==> src/include/cfg_hdr_defines.svh <==
// Offsets, field positions, reset values and constants of the header block
`ifndef CFG_HDR_DEFINES_SVH
`define CFG_HDR_DEFINES_SVH

// ****************************************
// Register byte offsets
// ****************************************
`define CFG_OFS_CMD_STATUS 8'h04
`define CFG_OFS_REV_CLASS 8'h08
`define CFG_OFS_MISC 8'h0C
`define CFG_OFS_BUS_NUMBERS 8'h18

// ****************************************
// Command half field positions
// ****************************************
`define CFG_CMD_PARITY_RESP_BIT 6
`define CFG_CMD_SERR_EN_BIT 8

// ****************************************
// Status half field positions
// ****************************************
`define CFG_ST_INT_PENDING_BIT 19
`define CFG_ST_CAP_LIST_BIT 20
`define CFG_ST_66MHZ_BIT 21
`define CFG_ST_FAST_B2B_BIT 23
`define CFG_ST_MASTER_PARITY_BIT 24
`define CFG_ST_SEL_TIMING_LSB 25
`define CFG_ST_SIG_TGT_ABORT_BIT 27
`define CFG_ST_RCV_TGT_ABORT_BIT 28
`define CFG_ST_RCV_MST_ABORT_BIT 29
`define CFG_ST_SIG_SYS_ERR_BIT 30
`define CFG_ST_DET_PARITY_BIT 31

// ****************************************
// Field positions of the packed words
// ****************************************
`define CFG_REV_LSB 0
`define CFG_CLASS_LSB 8
`define CFG_CACHE_LINE_LSB 0
`define CFG_UP_LAT_LSB 8
`define CFG_LAYOUT_LSB 16
`define CFG_UP_BUS_LSB 0
`define CFG_DOWN_BUS_LSB 8
`define CFG_SUB_BUS_LSB 16
`define CFG_DOWN_LAT_LSB 24

// ****************************************
// Constant field values and reset values
// ****************************************
`define CFG_CLASS_CODE 24'h060400
`define CFG_LAYOUT_TYPE 8'h01
`define CFG_LATENCY_VALUE 8'h00
`define CFG_BYTE_RESET 8'h00
`define CFG_CAP_LIST_VALUE 1'b1
`define CFG_FLAG_COUNT 6

`endif

==> src/include/cfg_hdr_pkg.sv <==
// Types shared by the header register block
package cfg_hdr_pkg;

    typedef logic [7:0] cfg_byte_type;

    typedef logic [31:0] cfg_word_type;

    typedef enum logic [2:0]
    {
        SEL_NONE = 3'h0,
        SEL_CMD_STATUS = 3'h1,
        SEL_REV_CLASS = 3'h3,
        SEL_MISC = 3'h2,
        SEL_BUS_NUMBERS = 3'h6
    } reg_sel_type;

endpackage

==> src/hdl/status_flag.sv <==
// One sticky status flag, set by hardware, optionally write-one-to-clear
module status_flag
#(
    parameter bit CLEARABLE = 1'b1
)
(
    // Clock and reset
    input wire logic clk,
    input wire logic reset,
    // Set and clear requests
    input wire logic set,
    input wire logic clear,
    // Flag state
    output logic value
);

    // ****************************************
    // Next value
    // ****************************************
    // The set term is ORed outside the clear mask so a set beside a clear keeps the event
    wire logic clear_allowed = CLEARABLE && clear;
    wire logic next_value = set | (value & ~clear_allowed);

    // ****************************************
    // Flag register
    // ****************************************
    always_ff @(posedge clk or posedge reset)
    begin
        if (reset)
        begin
            value <= 1'b0;
        end
        else
        begin
            value <= next_value;
        end
    end

endmodule

==> src/hdl/cfg_header_regs.sv <==
// Bridge configuration header: status, identity, timers, bus numbers
//
// The address-and-strobe port is this design's own decision.
`include "cfg_hdr_defines.svh"

module cfg_header_regs
#(
    parameter int ADDR_WIDTH = 8,
    // Arbitrary neutral revision value
    parameter logic [7:0] SILICON_REVISION = 8'h5A
)
(
    // Clock and reset
    input wire logic clk,
    input wire logic reset,

    // Register port
    input wire logic [ADDR_WIDTH-1:0] reg_addr,
    input wire logic [31:0] reg_wdata,
    input wire logic reg_write,
    input wire logic reg_read,
    output logic [31:0] reg_rdata,

    // Primary side events, one-cycle pulses
    input wire logic req_parity_error,
    input wire logic abort_completion_sent,
    input wire logic abort_completion_received,
    input wire logic unsupported_completion_received,
    input wire logic error_message_sent,
    input wire logic poisoned_packet_received,

    // Controls for the port core
    output logic parity_response_enable,
    output logic error_report_enable,

    // Bus numbers for routing
    output logic [7:0] upstream_bus_number,
    output logic [7:0] downstream_bus_number,
    output logic [7:0] highest_bus_below
);

    // ****************************************
    // Address decode
    // ****************************************
    // Used by both the write and the read path
    function automatic cfg_hdr_pkg::reg_sel_type decode_addr
    (
        input logic [ADDR_WIDTH-1:0] addr
    );
        logic [7:0] ofs;
        ofs = 8'(addr);
        case (ofs)
            `CFG_OFS_CMD_STATUS: decode_addr = cfg_hdr_pkg::SEL_CMD_STATUS;
            `CFG_OFS_REV_CLASS: decode_addr = cfg_hdr_pkg::SEL_REV_CLASS;
            `CFG_OFS_MISC: decode_addr = cfg_hdr_pkg::SEL_MISC;
            `CFG_OFS_BUS_NUMBERS: decode_addr = cfg_hdr_pkg::SEL_BUS_NUMBERS;
            default: decode_addr = cfg_hdr_pkg::SEL_NONE;
        endcase
    endfunction

    wire cfg_hdr_pkg::reg_sel_type sel = decode_addr(reg_addr);
    // Upper address bits must be zero for a hit
    wire logic addr_in_range = (reg_addr >> 8) == '0;

    wire logic wr_cmd_status = reg_write && addr_in_range &&
        (sel == cfg_hdr_pkg::SEL_CMD_STATUS);
    wire logic wr_misc = reg_write && addr_in_range &&
        (sel == cfg_hdr_pkg::SEL_MISC);
    wire logic wr_bus_numbers = reg_write && addr_in_range &&
        (sel == cfg_hdr_pkg::SEL_BUS_NUMBERS);

    // ****************************************
    // Command enables
    // ****************************************
    wire logic next_parity_response_enable = wr_cmd_status ?
        reg_wdata[`CFG_CMD_PARITY_RESP_BIT] :
        parity_response_enable;
    wire logic next_error_report_enable = wr_cmd_status ?
        reg_wdata[`CFG_CMD_SERR_EN_BIT] :
        error_report_enable;

    always_ff @(posedge clk or posedge reset)
    begin
        if (reset)
        begin
            parity_response_enable <= 1'b0;
            error_report_enable <= 1'b0;
        end
        else
        begin
            parity_response_enable <= next_parity_response_enable;
            error_report_enable <= next_error_report_enable;
        end
    end

    // ****************************************
    // Status flag set terms
    // ****************************************
    // Parity errors are dropped while response is disabled
    wire logic set_master_parity = req_parity_error &&
        parity_response_enable;
    wire logic set_sig_tgt_abort = abort_completion_sent;
    wire logic set_rcv_tgt_abort = abort_completion_received;
    wire logic set_rcv_mst_abort = unsupported_completion_received;
    wire logic set_sig_sys_err = error_message_sent &&
        error_report_enable;
    wire logic set_det_parity = poisoned_packet_received;

    // ****************************************
    // Status flag table
    // ****************************************
    // Index order: parity, sig abort, rcv abort, rcv master, sys err, poison
    localparam int FLAG_COUNT = `CFG_FLAG_COUNT;
    localparam int FLAG_BIT [FLAG_COUNT] = '{
        `CFG_ST_MASTER_PARITY_BIT,
        `CFG_ST_SIG_TGT_ABORT_BIT,
        `CFG_ST_RCV_TGT_ABORT_BIT,
        `CFG_ST_RCV_MST_ABORT_BIT,
        `CFG_ST_SIG_SYS_ERR_BIT,
        `CFG_ST_DET_PARITY_BIT
    };
    // Abort flags are read-only sticky; only reset clears them
    localparam bit FLAG_CLEARABLE [FLAG_COUNT] = '{
        1'b1, 1'b0, 1'b0, 1'b0, 1'b1, 1'b1
    };

    wire logic [FLAG_COUNT-1:0] flag_set = {
        set_det_parity,
        set_sig_sys_err,
        set_rcv_mst_abort,
        set_rcv_tgt_abort,
        set_sig_tgt_abort,
        set_master_parity
    };
    logic [FLAG_COUNT-1:0] flag_value;
    logic [31:0] flag_word;

    // ****************************************
    // Status flags
    // ****************************************
    genvar i;
    generate
        for (i = 0; i < FLAG_COUNT; i++)
        begin : g_flag
            wire logic clear_req = wr_cmd_status &&
                reg_wdata[FLAG_BIT[i]];
            status_flag
            #(
                .CLEARABLE(FLAG_CLEARABLE[i])
            )
            u_flag
            (
                .clk(clk),
                .reset(reset),
                .set(flag_set[i]),
                .clear(clear_req),
                .value(flag_value[i])
            );
        end
    endgenerate

    always_comb
    begin
        flag_word = '0;
        for (int k = 0; k < FLAG_COUNT; k++)
        begin
            flag_word[FLAG_BIT[k]] = flag_value[k];
        end
    end

    // ****************************************
    // Writable byte fields
    // ****************************************
    logic [7:0] cache_line_size;

    wire logic [7:0] next_cache_line_size = wr_misc ?
        reg_wdata[`CFG_CACHE_LINE_LSB +: 8] :
        cache_line_size;
    wire logic [7:0] next_upstream_bus_number = wr_bus_numbers ?
        reg_wdata[`CFG_UP_BUS_LSB +: 8] :
        upstream_bus_number;
    wire logic [7:0] next_downstream_bus_number = wr_bus_numbers ?
        reg_wdata[`CFG_DOWN_BUS_LSB +: 8] :
        downstream_bus_number;
    wire logic [7:0] next_highest_bus_below = wr_bus_numbers ?
        reg_wdata[`CFG_SUB_BUS_LSB +: 8] :
        highest_bus_below;

    // Cache line size is storage only, it feeds nothing but read-back
    always_ff @(posedge clk or posedge reset)
    begin
        if (reset)
        begin
            cache_line_size <= `CFG_BYTE_RESET;
        end
        else
        begin
            cache_line_size <= next_cache_line_size;
        end
    end

    always_ff @(posedge clk or posedge reset)
    begin
        if (reset)
        begin
            upstream_bus_number <= `CFG_BYTE_RESET;
            downstream_bus_number <= `CFG_BYTE_RESET;
            highest_bus_below <= `CFG_BYTE_RESET;
        end
        else
        begin
            upstream_bus_number <= next_upstream_bus_number;
            downstream_bus_number <= next_downstream_bus_number;
            highest_bus_below <= next_highest_bus_below;
        end
    end

    // ****************************************
    // Read words
    // ****************************************
    // Constant status bits; other status bits come from the flag table or read zero
    wire logic [31:0] status_const =
        32'(`CFG_CAP_LIST_VALUE) << `CFG_ST_CAP_LIST_BIT;
    // Interrupt pending, legacy speed and timing bits stay zero
    wire logic [31:0] status_zero_mask =
        (32'h1 << `CFG_ST_INT_PENDING_BIT) |
        (32'h1 << `CFG_ST_66MHZ_BIT) |
        (32'h1 << `CFG_ST_FAST_B2B_BIT) |
        (32'h3 << `CFG_ST_SEL_TIMING_LSB);

    wire logic [31:0] command_word =
        (32'(parity_response_enable) << `CFG_CMD_PARITY_RESP_BIT) |
        (32'(error_report_enable) << `CFG_CMD_SERR_EN_BIT);

    // Reserved status bits have no storage, so writes cannot stick
    wire logic [31:0] cmd_status_word = command_word |
        ((status_const | flag_word) & ~status_zero_mask);

    wire logic [31:0] rev_class_word =
        (32'(SILICON_REVISION) << `CFG_REV_LSB) |
        (32'(`CFG_CLASS_CODE) << `CFG_CLASS_LSB);

    wire logic [31:0] misc_word =
        (32'(cache_line_size) << `CFG_CACHE_LINE_LSB) |
        (32'(`CFG_LATENCY_VALUE) << `CFG_UP_LAT_LSB) |
        (32'(`CFG_LAYOUT_TYPE) << `CFG_LAYOUT_LSB);

    wire logic [31:0] bus_numbers_word =
        (32'(upstream_bus_number) << `CFG_UP_BUS_LSB) |
        (32'(downstream_bus_number) << `CFG_DOWN_BUS_LSB) |
        (32'(highest_bus_below) << `CFG_SUB_BUS_LSB) |
        (32'(`CFG_LATENCY_VALUE) << `CFG_DOWN_LAT_LSB);

    // ****************************************
    // Read selection
    // ****************************************
    // Unmapped offsets read zero instead of stalling the master
    wire cfg_hdr_pkg::reg_sel_type read_sel = addr_in_range ?
        sel : cfg_hdr_pkg::SEL_NONE;
    logic [31:0] read_word;

    always_comb
    begin
        case (read_sel)
            cfg_hdr_pkg::SEL_CMD_STATUS: read_word = cmd_status_word;
            cfg_hdr_pkg::SEL_REV_CLASS: read_word = rev_class_word;
            cfg_hdr_pkg::SEL_MISC: read_word = misc_word;
            cfg_hdr_pkg::SEL_BUS_NUMBERS: read_word = bus_numbers_word;
            default: read_word = 32'h00000000;
        endcase
    end

    // ****************************************
    // Read data register
    // ****************************************
    // Data stands for one cycle after the strobe, zero otherwise
    wire logic [31:0] next_reg_rdata = reg_read ? read_word : 32'h00000000;

    always_ff @(posedge clk or posedge reset)
    begin
        if (reset)
        begin
            reg_rdata <= 32'h00000000;
        end
        else
        begin
            reg_rdata <= next_reg_rdata;
        end
    end

endmodule

==> config.mk <==
export PLATFORM = sky130hd
export DESIGN_NAME = cfg_header_regs
export DESIGN_NICKNAME = d
export VERILOG_FILES = /design/src/include/cfg_hdr_pkg.sv /design/src/hdl/status_flag.sv /design/src/hdl/cfg_header_regs.sv
export VERILOG_INCLUDE_DIRS = /design/src /design/src/include
export SDC_FILE = /design/constraint.sdc
export NUM_CORES = 1
export LEC_CHECK = 0
export ABC_CLOCK_PERIOD_IN_PS = 4300
export BUFFER_PORTS_ARGS = -buffer_cell sky130_fd_sc_hd__buf_2
export CELL_PAD_IN_SITES_DETAIL_PLACEMENT = 1
export CELL_PAD_IN_SITES_GLOBAL_PLACEMENT = 1
export CORE_MARGIN = 1.5
export CORE_UTILIZATION = 40
export CTS_BUF_LIST = sky130_fd_sc_hd__clkbuf_8
export CTS_CLUSTER_DIAMETER = 60
export DETAILED_ROUTE_END_ITERATION = 6
export PLACE_DENSITY = 0.9
export SETUP_SLACK_MARGIN = 0.5
export SYNTH_ARGS = -nofsm -noshare
export SYNTH_HDL_FRONTEND = slang
export SYNTH_SLANG_ARGS = --single-unit
==> constraint.sdc <==
create_clock -name clk -period 4.3 [get_ports clk]
set_input_delay 0.43 -clock clk [delete_from_list [all_inputs] [get_ports clk]]
set_output_delay 0.43 -clock clk [all_outputs]
set_load 0.02 [all_outputs]
Word-level counts from Yosys, hierarchy flattened --
Cells that the tools add are included.
Operators by class: bitwise operators 16, muxes and demuxes 3, eq/ne operators 8, reductions and logical operators 8
Operators with widths (count):
- $pmux 32 s4 | 1
- $mux 32 | 1
- $or 9x32->32 | 1
- $or 16x24->24 | 1
- $eq 8x4->1 const B | 2
- $or 8x16->16 | 1
- $pmux 3 s4 | 1
- $or 7x9->9 | 1
- $eq 8x3->1 const B | 1
- $eq 8x5->1 const B | 1
- $logic_and 1x1->1 | 8
- $eq 3x2->1 const B | 2
- $or 1x1->1 | 6
- $and 1x1->1 | 3
- $eq 3x1->1 const B | 1
- $eq 3x3->1 const B | 1
- $not 1->1 | 3
Storage, ports and cells: word-level logic and storage cells 48, flip-flop bits (word level) 72, bits of input ports 50

Logic depth before layout (Yosys ltp) --
word-level depth 8, gate-level depth with buffers 6

Cells and area by module --
From an unflattened synthesis, not the netlist that was laid out.
Second synthesis, totals: cell total of the unflattened synthesis 206, area total of the unflattened synthesis 2862.7 um^2
Modules (own cells, without submodules):
- cfg_header_regs | area an instance 2637.5 um^2, cells an instance 185, instances 1
- status_flag at g_flag[0].u_flag ... | area an instance 40.0 um^2, cells an instance 4, instances 3
- status_flag at g_flag[1].u_flag ... | area an instance 35.0 um^2, cells an instance 3, instances 3

Worst setup path after synthesis --
Ideal clock, no wire load.
path type input to register, start input reg_addr[1], end register cache_line_size[0], setup time 0.125 ns, arrival 1.998 ns, stages 5, setup slack 2.177 ns, path through or4_4 -> buf_6 -> or4_4 -> buf_6 -> mux2_4
Between the ends: cells in the longest elaborated chain, start to end 4, elaborated cells on any way between the ends 7, those cells by class 5 x eq/ne; 1 x mux; 1 x reduce/logical
Ends and longest elaborated chain:
- from (decl) | RTL line cfg_header_regs.sv:18 | input wire logic [ADDR_WIDTH-1:0] reg_addr,
- $eq 8x5->1, or another cell as far along | RTL line cfg_header_regs.sv:52 | case (ofs)
- $pmux 3 s4 (*) | RTL line cfg_header_regs.sv:52
- $eq 3x2->1 (*) | RTL line cfg_header_regs.sv:68 | (sel == cfg_hdr_pkg::SEL_MISC);
- $logic_and 1x1->1 (*) | RTL line cfg_header_regs.sv:67 | wire logic wr_misc = reg_write && addr_in_range &&
- to (signal assigned) | RTL line cfg_header_regs.sv:194 | cache_line_size <= `CFG_BYTE_RESET;
- to (signal assigned) | RTL line cfg_header_regs.sv:198 | cache_line_size <= next_cache_line_size;
- to (decl) | RTL line cfg_header_regs.sv:174 | logic [7:0] cache_line_size;
Every way passes the cells marked *; elsewhere a longest branch is shown, timed or not. A chain may end at the register's enable or synchronous reset.

Final worst setup path --
start input reg_addr[1], end register highest_bus_below[3]
Between the ends: cells in the longest elaborated chain, start to end 4, elaborated cells on any way between the ends 7, those cells by class 5 x eq/ne; 1 x mux; 1 x reduce/logical
Ends and longest elaborated chain:
- $eq 8x5->1, or another cell as far along | RTL line cfg_header_regs.sv:52
- $pmux 3 s4 (*) | RTL line cfg_header_regs.sv:52
- $eq 3x3->1 (*) | RTL line cfg_header_regs.sv:70 | (sel == cfg_hdr_pkg::SEL_BUS_NUMBERS);
- $logic_and 1x1->1 (*) | RTL line cfg_header_regs.sv:69 | wire logic wr_bus_numbers = reg_write && addr_in_range &&
- to (signal assigned) | RTL line cfg_header_regs.sv:208 | highest_bus_below <= `CFG_BYTE_RESET;
- to (signal assigned) | RTL line cfg_header_regs.sv:214 | highest_bus_below <= next_highest_bus_below;
- to (decl) | RTL line cfg_header_regs.sv:39 | output logic [7:0] highest_bus_below
Marked as above.

==> impl_metrics.py <==
metrics = {
    "run_status": {
        "status": "complete, but fails checks",
        "violations": "design-rule violations",
    },
    "setup_path": {
        "cp_num_buf_inv": 1,
        "cp_cell_sequence": "buf_2 -> or4_4 -> nor2_2 -> nand3_2 -> mux2_2",
        "cp.required_ns": 4.51,
        "cp-end-kind": "register",
        "critPathLaunchType": "input pin",
        "worstPathArrival_ns": 2.40,
        "worstPathMaxFanout": 24,
        "crit_family": "simple AND/OR/NAND/NOR gates",
        "max_stage_delay_ns": 0.59,
        "criticalPathCategory": "input pin to register",
        "crit_slowest_cell": "or4_4",
    },
    "power": {
        "p_seq_share_pct": 54.5,
        "leakage_nw": 1.93,
        "switching_power_w": 0.000287,
        "vdd_drop_max_mv": 0.195,
        "pwr-share-comb_pct": 7.6,
        "clkPwrFrac_pct": 37.9,
        "switching_share_pct": 22.2,
        "powerDensity_nw_per_um2": 374,
        "internal_power_w": 0.00101,
    },
    "grt": {
        "grt.overflow.total": 0,
        "grtUsageTotal_pct": 18.7,
        "grt_pass1_wl_mm": 10.4,
        "antenna_found_initial": 1,
        "grt_pass1_vias": 2111,
        "grt_start_max_net_pins": 42,
    },
    "finish": {
        "drive_above_1_share_pct": 52.7,
        "final_area_um2": 3460,
        "nNetsFinal": 347,
        "area_growth_pct": 27.3,
        "diodes": 0,
        "num-fill-cells": 698,
    },
    "cts": {
        "clk_latency_ns": 0.33,
        "clock-root-buffer": "clkbuf_8",
        "post-cts-setup-buffers": 0,
        "cts-hold-fix-buffers": 0,
        "clkTransAtPathRegs_ns": 0.07,
        "cts_tree": "done",
        "numCtsBuffers": 9,
        "ctsResizeCount": 0,
        "cts.sinks": 71,
        "h-tree-depth": 3,
        "clockBufferDepth": 2,
    },
    "logic_synthesis": {
        "postSynthNetCount": 241,
        "avgSynthCellArea_um2": 14.2,
        "synth_xor_area_share_pct": 0,
        "synth_flop_cell": "dfrtp_1",
        "synth_fa_ha_area_share_pct": 0,
        "yosysTopAreaCellShare_pct": 65.4,
        "ys_seq_area_share_pct": 65.4,
        "synth_area_leaders": "dfrtp_1 (65%), mux2_2 (11%), mux2_4 (4.4%), and2_1 (4.1%), a22oi_1 (1.7%)",
        "ys_async_sr_fraction_pct": 100,
        "yosysWarnings": 0,
        "synth_top_family_by_area": "multiplexers",
        "syn_area_um2": 2720,
        "synth.distinct_cells": 32,
        "netlist_instances": 191,
        "synth_edf_count": 0,
        "post_synth_mux_area_share_pct": 15.6,
        "yosys.area_share.simple_pct": 12.0,
        "synth_compound_area_share_pct": 4.56,
        "ys_seq_elements": 71,
        "yosys.area.top_type": "dfrtp_1",
    },
    "floorplanning": {
        "io_pins": 108,
        "die_area_um2": 7290,
        "std_cell_rows": 29,
        "fp.dieW_um": 85.4,
        "core_area_um2": 6460,
        "die_h_um": 85.4,
        "initial_core_util_pct": 42.1,
    },
    "detailed_routing": {
        "first_iter_violations": 74,
        "drc": 9,
        "drt-total-wl_mm": 6.26,
        "drt_pre_antenna_iters": 6,
        "ant_nets": 0,
        "vias": 1874,
        "vias_per_cell": 4.97,
        "wl_per_cell_um": 16.6,
    },
    "sta": {
        "maxSlewViolCount": 0,
        "timing.slew.headroom_pct": 52.4,
        "skew_ns": 0.00597,
        "worst_pin_slew_ns": 0.708,
        "finalHoldViolations": 0,
        "max_freq_ghz": 0.456,
        "fin_crit_sh_pct": 51.0,
        "setup_violations": 0,
        "holdWs_ns": 0.171,
        "min_period_ns": 2.19,
        "rsz0062_at_grt": "false",
        "setup-tns-final_ns": 0,
    },
    "placement": {
        "dpl.hpwl_mm": 4.56,
        "port_buffers": 102,
        "gp_congestion": 0.702,
        "dpl_cell_area_um2": 3280,
    },
    "hold_path": {
        "min_path_type": "input pin to async pin",
    },
    "run": {
        "cap_violations": 0,
    },
}
## worst reg2reg max path, delay by kind of cell (launching register included)
kind | cells | cell delay [ns]
compound gates | 2 | 0.22
simple gates | 2 | 0.18
flops | 1 | 0.38
## layer usage
layer  up-vias  share of wire, %  global-route usage, %
li1        861                 -                      -
met1       942                39                   21.1
met2        65                53                   32.9
met3         6               7.7                   7.20
met4         0              0.62                   5.28
met5         -                 0                      0
## logic make-up (layout without fill, tap and decap cells)
logic type	after synthesis	after routing
simple gates	54	54
flops	71	71
buf+inv	12	121
mux	35	35
compound gates	19	19
## cells in the mapped netlist (all sizes together) (3+ instances only)
cell type,count
a21oi,6
a22oi,6
and2,18
buf,5
clkbuf,3
dfrtp,71
inv,4
mux2,34
nand2,9
nor2,9
o21ai,3
or2,3
## cells in the final DEF (no fill, tap or decap)
master     netlist  final
a21o_1           1      1
a21oi_1          6      6
a22o_1           2      2
a22oi_1          6      6
and2_1          18     18
and3_1           2      2
and3b_1          1      1
buf_2            2    102
buf_4            1      1
bufinv_16        0      1
clkbuf_8         0     10
dfrtp_1         71     71
inv_1            4      6
inv_2            0      1
mux2_2          26     26
mux2_4           8      8
mux2i_1          1      1
nand2_1          9      9
nand3_1          1      1
nand3_2          1      1
nand3b_1         1      1
nor2_1           8      8
nor2_2           1      1
nor2b_1          1      1
nor3_1           1      1
nor3b_1          1      1
nor3b_2          1      1
nor4_1           2      2
nor4b_2          1      1
o21ai_0          3      3
o2bb2ai_1        1      1
or2_2            3      3
or4_4            2      2
## stage by stage
step / total power [W] / util (%) / instances / setup WS (ns)
2_1_floorplan: 0.000769 / - / 191 / 2.07
3_3_place_gp: 0.000811 / 50.8 / 363 / 1.74
3_5_place_dp: 0.000817 / 50.8 / 363 / 1.74
4_1_cts: 0.00131 / 53.5 / 377 / 2.07
5_1_grt: 0.00135 / 53.5 / 377 / 1.96
6_report: 0.00129 / 53.5 / 377 / 2.11
## flip-flops by register name (all words and copies together), names as in the netlist
signal / flops
highest_bus_below: 8
error_report_enable: 1
upstream_bus_number: 8
parity_response_enable: 1
reg_rdata: 31
downstream_bus_number: 8
g_flag.u_flag.value: 6
cache_line_size: 8
## layout make-up
type / count / area, um2 / area share (%)
clock buffer: 10 / 138 / 3.98
clock inverter: 4 / 41.3 / 1.19
inverter: 4 / 15.0 / 0.434
multi-input combinational: 108 / 873 / 25.3
sequential: 71 / 1780 / 51.4
tap: 77 / 96.3 / 2.79
timing repair buffer: 103 / 518 / 15.0
## power groups by stage
| stage | registers [W] | clock network [W] | logic (W) |
|---|---|---|---|
| after global routing | 0.000707 | 0.000530 | 0.000109 |
| final | 0.000704 | 0.000490 | 0.0000978 |
| after floorplan | 0.000728 | 0 | 0.0000404 |
| after detailed placement | 0.000717 | 0 | 0.000100 |
| after CTS | 0.000705 | 0.000504 | 0.000101 |
| after global placement | 0.000715 | 0 | 0.0000959 |
## worst paths after layout
| check | startpoint | to | slack, ns | cells past startpoint |
|---|---|---|---|---|
| setup reg to reg | cache_line_size[6]$_DFFE_PP0P_ | reg_rdata[6]$_DFF_PP0_ | 3.38 | 4 |
| hold reg to reg | g_flag[3].u_flag.value$_DFF_PP0_ | g_flag[3].u_flag.value$_DFF_PP0_ | 0.46 | 1 |
| min in group clk | abort_completion_sent | g_flag[1].u_flag.value$_DFF_PP0_ | 0.28 | 2 |
| setup / recovery | reg_addr[1] | highest_bus_below[3]$_DFFE_PP0P_ | 2.11 | 5 |
| max in group asynchronous | reset | g_flag[5].u_flag.value$_DFF_PP0_ | 3.17 | 3 |
| hold / removal | reset | highest_bus_below[6]$_DFFE_PP0P_ | 0.17 | 2 |
Note: power is estimated with default switching activity, not from simulation.
